==> config.mk <==
export PLATFORM = sky130hd
export DESIGN_NAME = txws_top
export DESIGN_NICKNAME = d
export VERILOG_FILES = /design/src/txws_cell_seq.v /design/src/txws_top.v
export VERILOG_INCLUDE_DIRS = /design/src
export SDC_FILE = /design/constraint.sdc
export NUM_CORES = 1
export LEC_CHECK = 0
export BUFFER_PORTS_ARGS = -buffer_cell sky130_fd_sc_hd__buf_2
export CAP_MARGIN = 25
export CORE_ASPECT_RATIO = 0.9
export CORE_MARGIN = 8
export CORE_UTILIZATION = 35
export DETAILED_ROUTE_END_ITERATION = 16
export PLACE_DENSITY_LB_ADDON = 0.2
export SYNTH_ARGS = -nofsm -noshare
export SYNTH_HDL_FRONTEND = slang
export SYNTH_HIERARCHICAL = 1
export SYNTH_SLANG_ARGS = --single-unit
==> constraint.sdc <==
create_clock -name clk_i -period 2 [get_ports clk_i]
set_input_delay 0.3 -clock clk_i [delete_from_list [all_inputs] [get_ports clk_i]]
set_output_delay 0.3 -clock clk_i [all_outputs]
set_load 0.02 [all_outputs]
==> src/txws_regs.vh <==
`ifndef TXWS_REGS_VH
`define TXWS_REGS_VH

// Register addresses
`define TXWS_ADDR_CFG1        8'h2E
`define TXWS_ADDR_CFG2        8'h2F
`define TXWS_ADDR_OV1         8'h30
`define TXWS_ADDR_AUX         8'h31
`define TXWS_ADDR_MODE        8'h40
`define TXWS_ADDR_IRQ_STAT    8'h41
`define TXWS_ADDR_IRQ_MASK    8'h42

// Writable bits; all others read as zero
`define TXWS_CFG1_WMASK       8'h0B
`define TXWS_CFG2_WMASK       8'h3F
`define TXWS_OV1_WMASK        8'hFF
`define TXWS_MODE_WMASK       8'h01
`define TXWS_IRQ_WMASK        8'h0F

// Reset values
`define TXWS_CFG1_RST         8'h00
`define TXWS_CFG2_RST         8'h00
`define TXWS_OV1_RST          8'h00
`define TXWS_MODE_RST         8'h00
`define TXWS_IRQ_RST          8'h00
`define TXWS_BYTE_ZERO        8'h00

// Shaping configuration one
`define TXWS_CFG1_CONT_BIT    3
`define TXWS_CFG1_RXONLY_BIT  1
`define TXWS_CFG1_ONOFF_BIT   0

// Shaping configuration two
`define TXWS_CFG2_SYM_BIT     5
`define TXWS_CFG2_SINK_BIT    4
`define TXWS_CFG2_FILT_MSB    3
`define TXWS_CFG2_FILT_LSB    0

// Overshoot configuration one
`define TXWS_OV1_LEVEL_MSB    7
`define TXWS_OV1_LEVEL_LSB    6
`define TXWS_OV1_CELL_MSB     5
`define TXWS_OV1_CELL_LSB     0

// Mode register
`define TXWS_MODE_RGS_BIT     0

// Status display bits
`define TXWS_AUX_CHAN_BIT     7
`define TXWS_AUX_EFD_BIT      6
`define TXWS_AUX_TX_BIT       5
`define TXWS_AUX_OSC_BIT      4
`define TXWS_AUX_RXON_BIT     3
`define TXWS_AUX_RXACT_BIT    2
`define TXWS_AUX_PEER_BIT     1
`define TXWS_AUX_CA_BIT       0

// Interrupt status bits
`define TXWS_IRQ_EFD_BIT      0
`define TXWS_IRQ_OSC_BIT      1
`define TXWS_IRQ_RXMSG_BIT    2
`define TXWS_IRQ_TXDONE_BIT   3

// Drive level codes
`define TXWS_DRV_MAIN         2'h0
`define TXWS_DRV_MOD          2'h1
`define TXWS_DRV_STOP         2'h2
`define TXWS_DRV_RSVD         2'h3

// Overshoot cell sequencing
`define TXWS_OV_CELLS         6
`define TXWS_CELL_DIV         4

`endif

==> src/txws_cell_seq.v <==
`timescale 1ns/1ps
`default_nettype none

module txws_cell_seq #(
    parameter CELLS = 6,
    parameter IDX_W = 3,
    parameter DIV   = 4,
    parameter DIV_W = 8
) (
    // Clock and reset
    input  wire             clk_i,
    input  wire             rst_i,
    // Modulation period
    input  wire             start_i,
    input  wire             hold_i,
    // Current cell
    output reg  [IDX_W-1:0] cell_o,
    output reg              valid_o
);

    localparam [1:0] ST_IDLE = 2'h1;
    localparam [1:0] ST_RUN  = 2'h2;
    // Integer forms cut to width on purpose
    localparam integer     LAST_I    = CELLS - 1;
    localparam integer     DLAST_I   = DIV - 1;
    localparam [IDX_W-1:0] LAST_CELL = LAST_I[IDX_W-1:0];
    localparam [IDX_W-1:0] ZERO_CELL = {IDX_W{1'b0}};
    localparam [DIV_W-1:0] DIV_LAST  = DLAST_I[DIV_W-1:0];
    localparam [DIV_W-1:0] DIV_ZERO  = {DIV_W{1'b0}};

    reg [1:0]       state;
    reg [DIV_W-1:0] div_cnt;
    wire            step_en;

    // One cell per divider period
    assign step_en = (div_cnt == DIV_LAST);

    always @(posedge clk_i or posedge rst_i) begin
        if (rst_i) begin
            state   <= ST_IDLE;
            div_cnt <= DIV_ZERO;
            cell_o  <= ZERO_CELL;
            valid_o <= 1'b0;
        end else begin
            case (state)
                ST_IDLE: begin
                    div_cnt <= DIV_ZERO;
                    if (start_i) begin
                        state   <= ST_RUN;
                        cell_o  <= LAST_CELL;
                        valid_o <= 1'b1;
                    end
                end
                ST_RUN: begin
                    // Pattern stops as soon as the modulation period ends
                    if (!hold_i) begin
                        state   <= ST_IDLE;
                        valid_o <= 1'b0;
                    end else if (step_en) begin
                        div_cnt <= DIV_ZERO;
                        if (cell_o == ZERO_CELL) begin
                            state   <= ST_IDLE;
                            valid_o <= 1'b0;
                        end else begin
                            cell_o <= cell_o - 1'b1;
                        end
                    end else begin
                        div_cnt <= div_cnt + 1'b1;
                    end
                end
                default: begin
                    state   <= ST_IDLE;
                    valid_o <= 1'b0;
                end
            endcase
        end
    end

endmodule

`default_nettype wire

==> src/txws_top.v <==
// What this block does
// - Rx-only clear: RF supply after each pause
// - Rx-only set: RF supply only during receive
// - On/off shaping bit shapes field transitions
// - Shaping configs act only in regulated mode
// - Symmetry bit: zero asymmetric, one symmetric
// - Sink bit: zero weak, one strong sink
// - Four-bit filter constant for AM reference
// - Status top bit: zero means AM channel
// - Status bit mirrors external field detector
// - Transmit active bit hides collision-avoid transmissions
// - Status bit shows oscillator stable
// - Status bits: decoder enabled, decoder receiving
// - Status bits: peer detect, collision avoid modes
// - Overshoot level: main, modulation, stop, reserved
// - Overshoot level ignored in regulated mode
// - Pattern cells pulse drive during modulation
//
// The address-and-strobe port was decided locally.
`timescale 1ns/1ps
`default_nettype none

`include "txws_regs.vh"

module txws_top #(
    parameter CELL_DIV = `TXWS_CELL_DIV
) (
    // Clock and reset
    input  wire       clk_i,
    input  wire       rst_i,
    // Register port
    input  wire [7:0] addr_i,
    input  wire [7:0] wdata_i,
    input  wire       wr_i,
    input  wire       rd_i,
    output reg  [7:0] rdata_o,
    output reg        irq_o,
    // Front end status
    input  wire       rx_pm_channel_i,
    input  wire       ext_field_i,
    input  wire       tx_active_i,
    input  wire       tx_auto_ca_i,
    input  wire       osc_stable_i,
    input  wire       rx_enabled_i,
    input  wire       rx_receiving_i,
    input  wire       efd_peer_mode_i,
    input  wire       collision_avoid_detect_active_i,
    // Modulation timing
    input  wire       mod_pause_i,
    input  wire       rx_period_i,
    // Driver controls
    output reg        regulated_shaping_mode_o,
    output reg        rf_reg_continuous_o,
    output reg        rf_regulated_supply_sel_o,
    output reg        txonoff_shaping_o,
    output reg        shape_symmetry_select_o,
    output reg        mod_sink_strong_o,
    output reg  [3:0] am_reference_filter_constant_o,
    output reg  [1:0] overshoot_drive_level_o,
    output reg        overshoot_pulse_active_o
);

    // Software registers
    reg  [7:0] wave_shaping_config_one;
    reg  [7:0] wave_shaping_config_two;
    reg  [7:0] overshoot_protection_config_one;
    reg  [7:0] shaping_mode_ctrl;
    reg  [7:0] irq_status;
    reg  [7:0] irq_mask;

    // Live status
    reg  [7:0] auxiliary_status_display;
    reg  [7:0] aux_prev;
    reg        mod_pause_d;

    // Decoded strobes
    wire       wr_cfg1;
    wire       wr_cfg2;
    wire       wr_ov1;
    wire       wr_mode;
    wire       wr_stat;
    wire       wr_mask;

    // Derived controls
    wire       regulated_shaping_mode;
    wire [7:0] eff_cfg1;
    wire [7:0] eff_cfg2;
    wire [1:0] overshoot_drive_level;
    wire [5:0] overshoot_pulse_cells;
    wire [2:0] cell_idx;
    wire       cell_valid;
    wire       cell_bit;
    wire       pause_start;

    reg  [7:0] next_aux;
    reg  [7:0] next_irq_status;
    reg  [7:0] next_rdata;
    reg  [3:0] events;
    reg        next_rf_sel;
    reg  [1:0] next_drive;

    assign wr_cfg1 = wr_i && (addr_i == `TXWS_ADDR_CFG1);
    assign wr_cfg2 = wr_i && (addr_i == `TXWS_ADDR_CFG2);
    assign wr_ov1  = wr_i && (addr_i == `TXWS_ADDR_OV1);
    assign wr_mode = wr_i && (addr_i == `TXWS_ADDR_MODE);
    assign wr_stat = wr_i && (addr_i == `TXWS_ADDR_IRQ_STAT);
    assign wr_mask = wr_i && (addr_i == `TXWS_ADDR_IRQ_MASK);

    assign regulated_shaping_mode = shaping_mode_ctrl[`TXWS_MODE_RGS_BIT];

    // Outside regulated mode both configs read back but steer nothing
    assign eff_cfg1 = regulated_shaping_mode ? wave_shaping_config_one
                                             : `TXWS_BYTE_ZERO;
    assign eff_cfg2 = regulated_shaping_mode ? wave_shaping_config_two
                                             : `TXWS_BYTE_ZERO;

    assign overshoot_drive_level =
        overshoot_protection_config_one[`TXWS_OV1_LEVEL_MSB:`TXWS_OV1_LEVEL_LSB];
    assign overshoot_pulse_cells =
        overshoot_protection_config_one[`TXWS_OV1_CELL_MSB:`TXWS_OV1_CELL_LSB];

    assign pause_start = mod_pause_i && !mod_pause_d;
    assign cell_bit    = overshoot_pulse_cells[cell_idx];

    // Register writes; reserved bits never store
    always @(posedge clk_i or posedge rst_i) begin
        if (rst_i) begin
            wave_shaping_config_one         <= `TXWS_CFG1_RST;
            wave_shaping_config_two         <= `TXWS_CFG2_RST;
            overshoot_protection_config_one <= `TXWS_OV1_RST;
            shaping_mode_ctrl               <= `TXWS_MODE_RST;
            irq_mask                        <= `TXWS_IRQ_RST;
        end else begin
            if (wr_cfg1) begin
                wave_shaping_config_one <= wdata_i & `TXWS_CFG1_WMASK;
            end
            if (wr_cfg2) begin
                wave_shaping_config_two <= wdata_i & `TXWS_CFG2_WMASK;
            end
            if (wr_ov1) begin
                overshoot_protection_config_one <= wdata_i & `TXWS_OV1_WMASK;
            end
            if (wr_mode) begin
                shaping_mode_ctrl <= wdata_i & `TXWS_MODE_WMASK;
            end
            if (wr_mask) begin
                irq_mask <= wdata_i & `TXWS_IRQ_WMASK;
            end
        end
    end

    // Status display snapshot; it has no write path at all
    always @* begin
        next_aux = `TXWS_BYTE_ZERO;
        next_aux[`TXWS_AUX_CHAN_BIT]  = rx_pm_channel_i;
        next_aux[`TXWS_AUX_EFD_BIT]   = ext_field_i;
        next_aux[`TXWS_AUX_TX_BIT]    = tx_active_i && !tx_auto_ca_i;
        next_aux[`TXWS_AUX_OSC_BIT]   = osc_stable_i;
        next_aux[`TXWS_AUX_RXON_BIT]  = rx_enabled_i;
        next_aux[`TXWS_AUX_RXACT_BIT] = rx_receiving_i;
        next_aux[`TXWS_AUX_PEER_BIT]  = efd_peer_mode_i;
        next_aux[`TXWS_AUX_CA_BIT]    = collision_avoid_detect_active_i;
    end

    always @(posedge clk_i or posedge rst_i) begin
        if (rst_i) begin
            auxiliary_status_display <= `TXWS_BYTE_ZERO;
            aux_prev                 <= `TXWS_BYTE_ZERO;
            mod_pause_d              <= 1'b0;
        end else begin
            auxiliary_status_display <= next_aux;
            aux_prev                 <= auxiliary_status_display;
            mod_pause_d              <= mod_pause_i;
        end
    end

    // Events from the display; compared one sample apart
    always @* begin
        events = 4'h0;
        events[`TXWS_IRQ_EFD_BIT] =
            auxiliary_status_display[`TXWS_AUX_EFD_BIT] &&
            !aux_prev[`TXWS_AUX_EFD_BIT];
        events[`TXWS_IRQ_OSC_BIT] =
            auxiliary_status_display[`TXWS_AUX_OSC_BIT] &&
            !aux_prev[`TXWS_AUX_OSC_BIT];
        events[`TXWS_IRQ_RXMSG_BIT] =
            auxiliary_status_display[`TXWS_AUX_RXACT_BIT] &&
            !aux_prev[`TXWS_AUX_RXACT_BIT];
        events[`TXWS_IRQ_TXDONE_BIT] =
            !auxiliary_status_display[`TXWS_AUX_TX_BIT] &&
            aux_prev[`TXWS_AUX_TX_BIT];
    end

    // Write one to clear; a new event in the same cycle survives
    always @* begin
        next_irq_status = irq_status;
        if (wr_stat) begin
            next_irq_status = irq_status & ~(wdata_i & `TXWS_IRQ_WMASK);
        end
        next_irq_status = next_irq_status | {4'h0, events};
    end

    always @(posedge clk_i or posedge rst_i) begin
        if (rst_i) begin
            irq_status <= `TXWS_IRQ_RST;
            irq_o      <= 1'b0;
        end else begin
            irq_status <= next_irq_status;
            irq_o      <= |(next_irq_status & irq_mask);
        end
    end

    // Read mux; unmapped addresses answer zero
    always @* begin
        next_rdata = `TXWS_BYTE_ZERO;
        case (addr_i)
            `TXWS_ADDR_CFG1:     next_rdata = wave_shaping_config_one;
            `TXWS_ADDR_CFG2:     next_rdata = wave_shaping_config_two;
            `TXWS_ADDR_OV1:      next_rdata = overshoot_protection_config_one;
            `TXWS_ADDR_AUX:      next_rdata = auxiliary_status_display;
            `TXWS_ADDR_MODE:     next_rdata = shaping_mode_ctrl;
            `TXWS_ADDR_IRQ_STAT: next_rdata = irq_status;
            `TXWS_ADDR_IRQ_MASK: next_rdata = irq_mask;
            default:             next_rdata = `TXWS_BYTE_ZERO;
        endcase
    end

    // Data stand only in the cycle after the read strobe
    always @(posedge clk_i or posedge rst_i) begin
        if (rst_i) begin
            rdata_o <= `TXWS_BYTE_ZERO;
        end else if (rd_i) begin
            rdata_o <= next_rdata;
        end else begin
            rdata_o <= `TXWS_BYTE_ZERO;
        end
    end

    // Overshoot cells, stepped from the start of each modulation period
    txws_cell_seq #(
        .CELLS (`TXWS_OV_CELLS),
        .IDX_W (3),
        .DIV   (CELL_DIV),
        .DIV_W (8)
    ) u_cell_seq (
        .clk_i   (clk_i),
        .rst_i   (rst_i),
        .start_i (pause_start),
        .hold_i  (mod_pause_i),
        .cell_o  (cell_idx),
        .valid_o (cell_valid)
    );

    // Supply choice for the transmit driver
    always @* begin
        if (eff_cfg1[`TXWS_CFG1_RXONLY_BIT]) begin
            next_rf_sel = rx_period_i;
        end else begin
            // Back on the RF regulator once each pause has ended
            next_rf_sel = !mod_pause_i;
        end
    end

    // Drive level per cell
    always @* begin
        next_drive = `TXWS_DRV_MAIN;
        if (cell_valid) begin
            if (regulated_shaping_mode) begin
                next_drive = cell_bit ? `TXWS_DRV_MOD : `TXWS_DRV_MAIN;
            end else if (cell_bit) begin
                // Reserved level is treated as normal drive
                case (overshoot_drive_level)
                    `TXWS_DRV_MAIN: next_drive = `TXWS_DRV_MAIN;
                    `TXWS_DRV_MOD:  next_drive = `TXWS_DRV_MOD;
                    `TXWS_DRV_STOP: next_drive = `TXWS_DRV_STOP;
                    default:        next_drive = `TXWS_DRV_MAIN;
                endcase
            end
        end
    end

    always @(posedge clk_i or posedge rst_i) begin
        if (rst_i) begin
            regulated_shaping_mode_o       <= 1'b0;
            rf_reg_continuous_o            <= 1'b0;
            rf_regulated_supply_sel_o      <= 1'b0;
            txonoff_shaping_o              <= 1'b0;
            shape_symmetry_select_o        <= 1'b0;
            mod_sink_strong_o              <= 1'b0;
            am_reference_filter_constant_o <= 4'h0;
            overshoot_drive_level_o        <= `TXWS_DRV_MAIN;
            overshoot_pulse_active_o       <= 1'b0;
        end else begin
            regulated_shaping_mode_o       <= regulated_shaping_mode;
            rf_reg_continuous_o            <= eff_cfg1[`TXWS_CFG1_CONT_BIT];
            rf_regulated_supply_sel_o      <= next_rf_sel;
            txonoff_shaping_o              <= eff_cfg1[`TXWS_CFG1_ONOFF_BIT];
            shape_symmetry_select_o        <= eff_cfg2[`TXWS_CFG2_SYM_BIT];
            mod_sink_strong_o              <= eff_cfg2[`TXWS_CFG2_SINK_BIT];
            am_reference_filter_constant_o <=
                eff_cfg2[`TXWS_CFG2_FILT_MSB:`TXWS_CFG2_FILT_LSB];
            overshoot_drive_level_o        <= next_drive;
            overshoot_pulse_active_o       <= cell_valid;
        end
    end

endmodule

`default_nettype wire

==> metrics.txt, run 1 <==
hold_sp rx_receiving_i; post-synthesis xor/xnor area fraction 1.31%; number of global-route vias before repair 2342; Post-synth EDFFs 0; commonest non-fill, non-tap cells in the layout 72 x dfrtp_1, 52 x buf_2, 17 x nor2b_1; Simple-Gate Fraction of Synth Area 16.6%; Syn Std Cell Area 0.00334 mm^2; core footprint 0.00949 mm^2; hold depth 1; Fillers 920; mux share of post-synthesis cell area 12.0%; most common cell after layout, fill and taps aside dfrtp_1; area of the multi-input gates 0.00140 mm^2; Yosys top cell by area dfrtp_1; TritonCTS buffer count 9; Diodes inserted 0; Worst EP arrival 2.10 ns; CP Launch Type flip-flop; first-pass detailed-route iteration total 4; Synth cell types 52; CTS tree built; Setup crit end kind flip-flop; adder-cell area share of the yosys netlist 1.12%; #FFs+latches synth 74; WHS 0.0552 ns; max incr delay on CP 0.47 ns; antenna violations before repair 0; YS warnings 6; Max clock buf depth 2; PortBufs 52; total grt overflow 0; syn nets 307; gr usage total 12.1%; CP Class reg2reg; vias per cell 4.87; Worst Hold End auxiliary_status_display[2]$_DFF_PP0_; io pins 53; Worst R2R Start u_cell_seq/div_cnt[1]$_DFFE_PP0P_; post-synth top area share 54.7%; post-route ant nets 0; setup TNS 0 ns; die area 0.0129 mm^2; share of cells above drive strength 1 31.0%; complex-gate fraction of the synthesized area 10.7%; leakage 1.93 nW; DIE HEIGHT 109 um; largest family of logic cells by synthesized area simple AND/OR/NAND/NOR gates; Peak VDD IR 0.500 mV; Final nets 374; clk slew on worst S/H paths 0.08 ns; postcts setup bufs 0; syn_area_per_cell 12.2 um^2; Hold Vio Cnt, Final 0; largest net degree at the start of global routing 26; Min-Delay Path Class in2reg; final slew viol count 0; Power, Total 3.14 mW; critical path's top delay family simple AND/OR/NAND/NOR gates; fin crit share 91.5%; RSZ-0062 raised after global routing no; routed vias 2296; global-route wire length before repair 12200 um; Most used DFF post-synth dfrtp_1; post-DP HPWL 5730 um; area delta synth->final 20.8%; die width 119 um; Layout Skew 0.00980 ns; reg-to-reg slack, setup 0.17 ns; sequential area share after synthesis 55.5%; Worst-Margin Slew 0.534 ns; row count 34; crit path time final 1.83 ns; Worst Path Max Fanout 5; top cells by area, synth dfrtp_1 55%, mux2_1 4.4%, mux2_2 3.4%, nor2b_1 3.2%, mux2_4 2.7%; Total Routed Length 7450 um; Reg2Reg Depth 5; Crit. path cell count 5; status complete, no violations; slew margin rel. 64.4%; CP max stage cell or4_1; critical path cell sequence ha_1 > nor4b_4 > nand2_2 > or4_1 > a31oi_1; Power per Cell Area 778 mW/mm^2; DR WL/cell 15.8 um; DRT iter0 DRCs 89; # setup viols final 0; DRC 0; Max Clock Freq 547 MHz; storage element area 0.00185 mm^2; Final GP Congestion 0.834; Setup crit start u_cell_seq/div_cnt[1]$_DFFE_PP0P_; Worst EP required 2.27 ns; Mapped Cells 273; depth of the CTS H-tree 3; worst path bufs/invs 0; CTS root buffer clkbuf_8; Post-synth ARST share 100%; Clock Latency Late Sink 0.35 ns; max_cap viols 0; clk sinks 74; Initial Util 35.2%; RR Endpoint u_cell_seq/cell_o[2]$_DFFE_PP0P_
==> synth_stat cells, drive strengths merged (2+ instances only) <==
master and n:
or3 3, and3b 2, buf 8, nor3b 2
nand3b 2, or4 2, clkbuf 2, and3 4
o211ai 2, o2111ai 2, xor2 5, o21ai 11
ha 3, a32oi 6, mux2i 3, nor3 2
mux2 29, nand2b 2, nor2b 17, and4 4
a21o 5, a22o 2, a41oi 2, a2bb2oi 2
dfrtp 73, a22oi 2, nand2 12, o31ai 2
inv 5, nor2 15, nand4 2, a21oi 7
nand3 9, and2 9, a31oi 4
==> state kept, by name, summed over array words and instances, names as in the netlist, 2 cells and up <==
| register | flops |
|---|---|
| am_reference_filter_constant_o | 4 |
| aux_prev | 4 |
| auxiliary_status_display | 8 |
| irq_mask | 4 |
| irq_status | 4 |
| overshoot_drive_level_o | 2 |
| overshoot_protection_config_one | 8 |
| rdata_o | 8 |
| u_cell_seq/cell_o | 3 |
| u_cell_seq/div_cnt | 8 |
| wave_shaping_config_one | 3 |
| wave_shaping_config_two | 6 |
==> final cells by class <==
class | instances | area share, %
flip-flops and latches | 74 | 46.0
multi-input cells | 184 | 34.7
repair buffers | 66 | 9.43
well taps | 126 | 3.91
clock buffers | 9 | 3.07
clock inverters | 7 | 2.48
inverters | 5 | 0.465
==> stage by stage <==
stage / instance area (um^2) / setup slack [ns] / util, % / std cells
2_1_floorplan: 3340 / 0.187 / - / 273
3_3_place_gp: 3800 / 0.126 / 40.0 / 454
3_5_place_dp: 3800 / 0.112 / 40.0 / 454
4_1_cts: 4030 / 0.0905 / 42.5 / 471
5_1_grt: 4040 / 0.0449 / 42.5 / 471
6_report: 4040 / 0.171 / 42.5 / 471
==> layer usage <==
metal	part of all wire [%]	wire, um	vias to the layer above	GRT usage [%]
li1	-	-	1130	-
met1	50	3690	1101	16.9
met2	43	3210	56	16.9
met3	5.8	433	9	3.52
met4	1.6	116	0	5.41
met5	0	0	-	0
==> where the power goes <==
group	internal, mW	switching, mW	leakage, nW	total [mW]
Sequential	1.55	0.0407	0.962	1.59
Clock	0.713	0.578	0.114	1.29
Combinational	0.115	0.142	0.854	0.257
==> logic make-up after synthesis <==
| kind of cell | after synthesis |
|---|---|
| xor+xnor | 5 |
| mux | 33 |
| flops | 74 |
| compound gates | 51 |
| simple gates | 92 |
| fa+ha+maj | 3 |
| buf+inv | 15 |
==> how the worst max path moves through the flow <==
stage,slack [ns],endpoint
floorplan,0.19,am_reference_filter_constant_o[0]$_DFF_PP0_
global placement,0.13,u_cell_seq/cell_o[2]$_DFFE_PP0P_
detailed placement,0.11,u_cell_seq/cell_o[2]$_DFFE_PP0P_
CTS,0.09,u_cell_seq/cell_o[2]$_DFFE_PP0P_
global route,0.04,u_cell_seq/cell_o[2]$_DFFE_PP0P_
finish,0.17,u_cell_seq/cell_o[2]$_DFFE_PP0P_
==> timing repair <==
item | in CTS | in global routing
gates resized for setup | 0 | 2
hold endpoints to repair | 22 | 0
hold buffers | 1 | 0
setup endpoints to repair | 0 | 1
Power figures use the tool's default switching activity.
==> inputs of run 2 (changes only) <==
- CELL_PAD_IN_SITES_DETAIL_PLACEMENT: not set -> 0
- CELL_PAD_IN_SITES_GLOBAL_PLACEMENT: not set -> 1
- CORE_ASPECT_RATIO: 0.9 -> 1.2
==> metrics.txt, run 2 (synthesized netlist as in run 1, its figures left out) <==
core footprint 0.00942 mm^2 (-0.73%); clk slew on worst S/H paths 0.06 ns (-0.02 ns); leakage 1.97 nW (+2.0%); routed vias 2369 (+3.2%); die width 105 um (-12%); CP Class reg2reg; depth of the CTS H-tree 3 (unchanged); post-route ant nets 0 (unchanged); Power, Total 3.57 mW (+14%); Final GP Congestion 0.909 (+8.9%); first-pass detailed-route iteration total 4 (unchanged); Clock Latency Late Sink 0.33 ns (-0.02 ns); die area 0.0129 mm^2 (about the same); DR WL/cell 17.2 um (+8.9%); row count 39 (+15%); Worst Path Max Fanout 6 (+1); slew margin rel. 63.0% (-1.4 points); Design Area, Final 0.00412 mm^2 (+2.0%); Initial Util 35.5% (+0.26 points); storage element area 0.00185 mm^2 (about the same); Min-Delay Path Class in2async; DRT iter0 DRCs 120 (+35%); crit path time final 1.82 ns (-0.0117 ns); Max Clock Freq 550 MHz (+0.64%); area of the multi-input gates 0.00140 mm^2 (unchanged); post-DP HPWL 6120 um (+6.9%); final slew viol count 0 (unchanged); Final nets 373 (-0.27%); postcts setup bufs 0 (unchanged); # setup viols final 0 (unchanged); io pins 53 (unchanged); commonest non-fill, non-tap cells in the layout 73 x dfrtp_1, 52 x buf_2, 17 x nor2b_1; clk sinks 74 (unchanged); CTS tree built; DIE HEIGHT 123 um (+13%); PortBufs 52 (unchanged); Layout Skew 0.00535 ns (-0.00446 ns); gr usage total 13.5% (+1.4 points); fin crit share 90.9% (-0.58 points); vias per cell 5.07 (+4.1%); largest net degree at the start of global routing 62 (+140%); Resized Gates After CTS 0 (unchanged); Hold Vio Cnt, Final 0 (unchanged); RSZ-0062 raised after global routing no; Worst-Margin Slew 0.554 ns (+0.0208 ns); max_cap viols 0 (unchanged); Total Routed Length 8050 um (+7.9%); fin util 43.7% (+1.2 points); global-route wire length before repair 13500 um (+11%); area delta synth->final 23.2%; total grt overflow 0 (unchanged); Post-CTS Hold Fix Bufs 0 (-1); Setup crit end kind flip-flop; Peak VDD IR 0.512 mV (+2.4%); fin cells 467 (-0.85%); setup TNS 0 ns (unchanged); Worst EP required 2.25 ns (-0.02 ns); CTS root buffer clkbuf_16; Worst EP arrival 2.07 ns (-0.03 ns); TritonCTS buffer count 9 (unchanged); antenna violations before repair 0 (unchanged); number of global-route vias before repair 2611 (+11%); Fillers 898 (-2.4%); Power per Cell Area 866 mW/mm^2 (+11%); Max clock buf depth 2 (unchanged); share of cells above drive strength 1 30.5% (-0.49 points); CP Launch Type flip-flop; DRC 0 (unchanged); status complete, no violations; Diodes inserted 0 (unchanged); post-placement cell count 451 (-0.66%); most common cell after layout, fill and taps aside dfrtp_1; dpl cell area 0.00379 mm^2 (about the same)
run 2: worst max-delay path: stages (launching register included):
cell     delay [ns]
dfrtp_1        0.43
ha_1           0.25
nor4b_4        0.28
nand2_2        0.14
or4_1          0.48
a31oi_1        0.17
run 2: per-stage QoR:
stage / hold WS (ns) / setup WS (ns)
finish: 0.0350 / 0.182
global route: 0.0620 / 0.0241
CTS: 0.0499 / 0.127
detailed placement: 0.398 / 0.140
global placement: 0.395 / 0.138
floorplan: 0.176 / 0.187
run 2: final cells by class:
cell class / instances / share of cell area (%)
sequential: 74 / 45.0
clock buffer: 11 / 5.90
timing repair buffer: 65 / 9.00
multi-input combinational: 184 / 34.0
clock inverter: 5 / 1.88
inverter: 5 / 0.456
tap: 123 / 3.74
run 2: power breakdown:
| group | internal [mW] | leakage, nW | switching (mW) |
|---|---|---|---|
| Sequential | 1.55 | 0.963 | 0.0454 |
| Clock | 1.12 | 0.156 | 0.594 |
| Combinational | 0.112 | 0.850 | 0.140 |
run 2: final timing paths:
| check | start | to | slack (ns) | cells after the start |
|---|---|---|---|---|
| setup / recovery | u_cell_seq/div_cnt[0]$_DFFE_PP0P_ | u_cell_seq/cell_o[2]$_DFFE_PP0P_ | 0.18 | 5 |
| hold / removal | rst_i | u_cell_seq/cell_o[0]$_DFFE_PP0P_ | 0.03 | 2 |
| setup reg to reg | u_cell_seq/div_cnt[0]$_DFFE_PP0P_ | u_cell_seq/cell_o[2]$_DFFE_PP0P_ | 0.18 | 5 |
| hold reg to reg | auxiliary_status_display[6]$_DFF_PP0_ | aux_prev[6]$_DFF_PP0_ | 0.41 | 0 |
| max in group asynchronous | rst_i | u_cell_seq/state[0]$_DFFE_PP1P_ | 1.60 | 2 |
| min in group clk_i | rx_receiving_i | auxiliary_status_display[2]$_DFF_PP0_ | 0.07 | 1 |
run 2: routing by layer:
metal	wire [um]	global-route usage [%]
met5	0	0
met4	216	6.88
met3	326	4.07
met1	3350	15.1
met2	4150	22.9
==> inputs of run 3 (changes only) <==
- PLACE_DENSITY_LB_ADDON: 0.2 -> 0.1
==> metrics.txt, run 3 (synthesized netlist as in run 1, its figures left out) <==
die area 0.0129 mm^2 (unchanged); Power, Total 3.79 mW (+6.4%); most common cell after layout, fill and taps aside dfrtp_1; Min-Delay Path Class in2reg; vias per cell 5.03 (-0.76%); crit path time final 1.85 ns (+0.0355 ns); number of global-route vias before repair 2541 (-2.7%); clock power share 51.2% (+3.1 points); CTS root buffer clkbuf_16; Diodes inserted 0 (unchanged); DRC 0 (unchanged); fin crit share 92.7% (+1.8 points); global-route wire length before repair 13300 um (-1.9%); Power Internal 3.01 mW (+7.9%); Max clock buf depth 2 (unchanged); status complete, no violations; Clock Latency Late Sink 0.33 ns (about the same); depth of the CTS H-tree 3 (unchanged); area delta synth->final 24.7%; # setup viols final 0 (unchanged); first-pass detailed-route iteration total 4 (unchanged); worst path bufs/invs 0 (unchanged); Net Sw Power 0.788 mW (+1.0%); commonest non-fill, non-tap cells in the layout 73 x dfrtp_1, 52 x buf_2, 17 x nor2b_1; die width 105 um (unchanged); critical path's top delay family simple AND/OR/NAND/NOR gates; leakage 1.99 nW (+1.3%); max incr delay on CP 0.49 ns (about the same); PortBufs 52 (unchanged); Fillers 912 (+1.6%); largest net degree at the start of global routing 35 (-44%); clk sinks 74 (unchanged); slew margin rel. 63.4% (+0.40 points); Setup crit end kind flip-flop; DIE HEIGHT 123 um (unchanged); Hold Vio Cnt, Final 0 (unchanged); post-DP HPWL 6350 um (+3.8%); Logic pwr share 6.7% (-0.4 points); Max Clock Freq 540 MHz (-1.9%); Worst EP required 2.26 ns (about the same); CP Launch Type flip-flop; Seq pwr share 42.1% (-2.7 points); max_cap viols 0 (unchanged); Peak VDD IR 0.436 mV (-15%); setup TNS 0 ns (unchanged); core footprint 0.00942 mm^2 (unchanged); Final nets 374 (+0.27%); final slew viol count 0 (unchanged); share of cells above drive strength 1 30.4% (-0.088 points); Final GP Congestion 0.847 (-6.8%); clk slew on worst S/H paths 0.06 ns (about the same); gr usage total 13.2% (-0.21 points); Worst-Margin Slew 0.548 ns (-0.00603 ns); post-route ant nets 0 (unchanged); critical path cell sequence ha_1 > nor4b_4 > nand2_2 > or4_1 > a31oi_1; Total Routed Length 8160 um (+1.4%); switch share 20.8% (-1.1 points); DRT iter0 DRCs 123 (+2.5%); antenna violations before repair 0 (unchanged); area of the multi-input gates 0.00140 mm^2 (unchanged); Layout Skew 0.00438 ns (-0.000965 ns); CP Class reg2reg; CTS tree built; TritonCTS buffer count 9 (unchanged); total grt overflow 0 (unchanged); row count 39 (unchanged); storage element area 0.00185 mm^2 (unchanged); Worst Path Max Fanout 6 (unchanged); routed vias 2356 (-0.55%); Initial Util 35.5% (unchanged); RSZ-0062 raised after global routing no; CP max stage cell or4_1; io pins 53 (unchanged); Power per Cell Area 911 mW/mm^2 (+5.2%); DR WL/cell 17.4 um (+1.2%); Worst EP arrival 2.11 ns (+0.04 ns)
## run 3: changes by cell type in the layout (fill, tap and decap cells not counted)
cell           before  now
clkbuf_8            1    0
bufinv_16           2    4
clkinvlp_4          1    0
dlygate4sd3_1       0    1
## run 3: metal layers
metal	global-route usage (%)	up-vias	wire length (um)
met5	0	-	0
met4	6.43	0	243
met3	3.91	15	280
met2	22.8	44	4170
met1	14.8	1169	3470
li1	-	1128	-
## run 3: worst paths after layout
kind	from	slack, ns	depth (start not counted)	end
max	u_cell_seq/div_cnt[0]$_DFFE_PP0P_	0.15	5	u_cell_seq/cell_o[2]$_DFFE_PP0P_
min	rx_enabled_i	0.07	1	auxiliary_status_display[3]$_DFF_PP0_
max reg2reg	u_cell_seq/div_cnt[0]$_DFFE_PP0P_	0.15	5	u_cell_seq/cell_o[2]$_DFFE_PP0P_
min reg2reg	auxiliary_status_display[6]$_DFF_PP0_	0.41	0	aux_prev[6]$_DFF_PP0_
max in group asynchronous	rst_i	1.05	3	u_cell_seq/state[0]$_DFFE_PP1P_
min in group asynchronous	rst_i	0.55	4	mod_pause_d$_DFF_PP0_
## run 3: power groups by stage
stage,Sequential (mW),Combinational [mW],Clock [mW]
5_1_grt,1.61,0.284,2.04
2_1_floorplan,1.62,0.140,0
3_5_place_dp,1.62,0.258,0
4_1_cts,1.60,0.261,1.99
6_report,1.60,0.254,1.94
3_3_place_gp,1.63,0.257,0
## run 3: final cells by class
| cell class | instances | area share [%] |
|---|---|---|
| clock buffers | 10 | 5.50 |
| flip-flops and latches | 74 | 44.5 |
| repair buffers | 66 | 9.13 |
| clock inverters | 6 | 3.12 |
| well taps | 123 | 3.69 |
| multi-input cells | 184 | 33.6 |
| inverters | 5 | 0.451 |
## run 3: metrics by stage
stage          worst slack [ns]  utilization, %  cells  instance area, um^2  hold WS (ns)
2_1_floorplan             0.187               -    273                 3340         0.176
3_3_place_gp              0.128            40.3    451                 3790         0.349
3_5_place_dp              0.143            40.3    451                 3790         0.355
4_1_cts                   0.115            44.2    468                 4160        0.0559
5_1_grt                  0.0223            44.2    468                 4170        0.0588
6_report                  0.147            44.2    468                 4170        0.0691
## run 3: repair_timing
action	4_1_cts	5_1_grt
hold buffers	1	0
endpoints found under the hold margin	3	0
gates resized for setup	0	1
buffers inserted	0	0
setup endpoints to repair	0	1
## run 3: worst reg2reg max path, stage by stage, from the launching register on
cell     delay (ns)
dfrtp_1        0.43
ha_1           0.25
nor4b_4        0.29
nand2_2        0.15
or4_1          0.49
a31oi_1        0.17
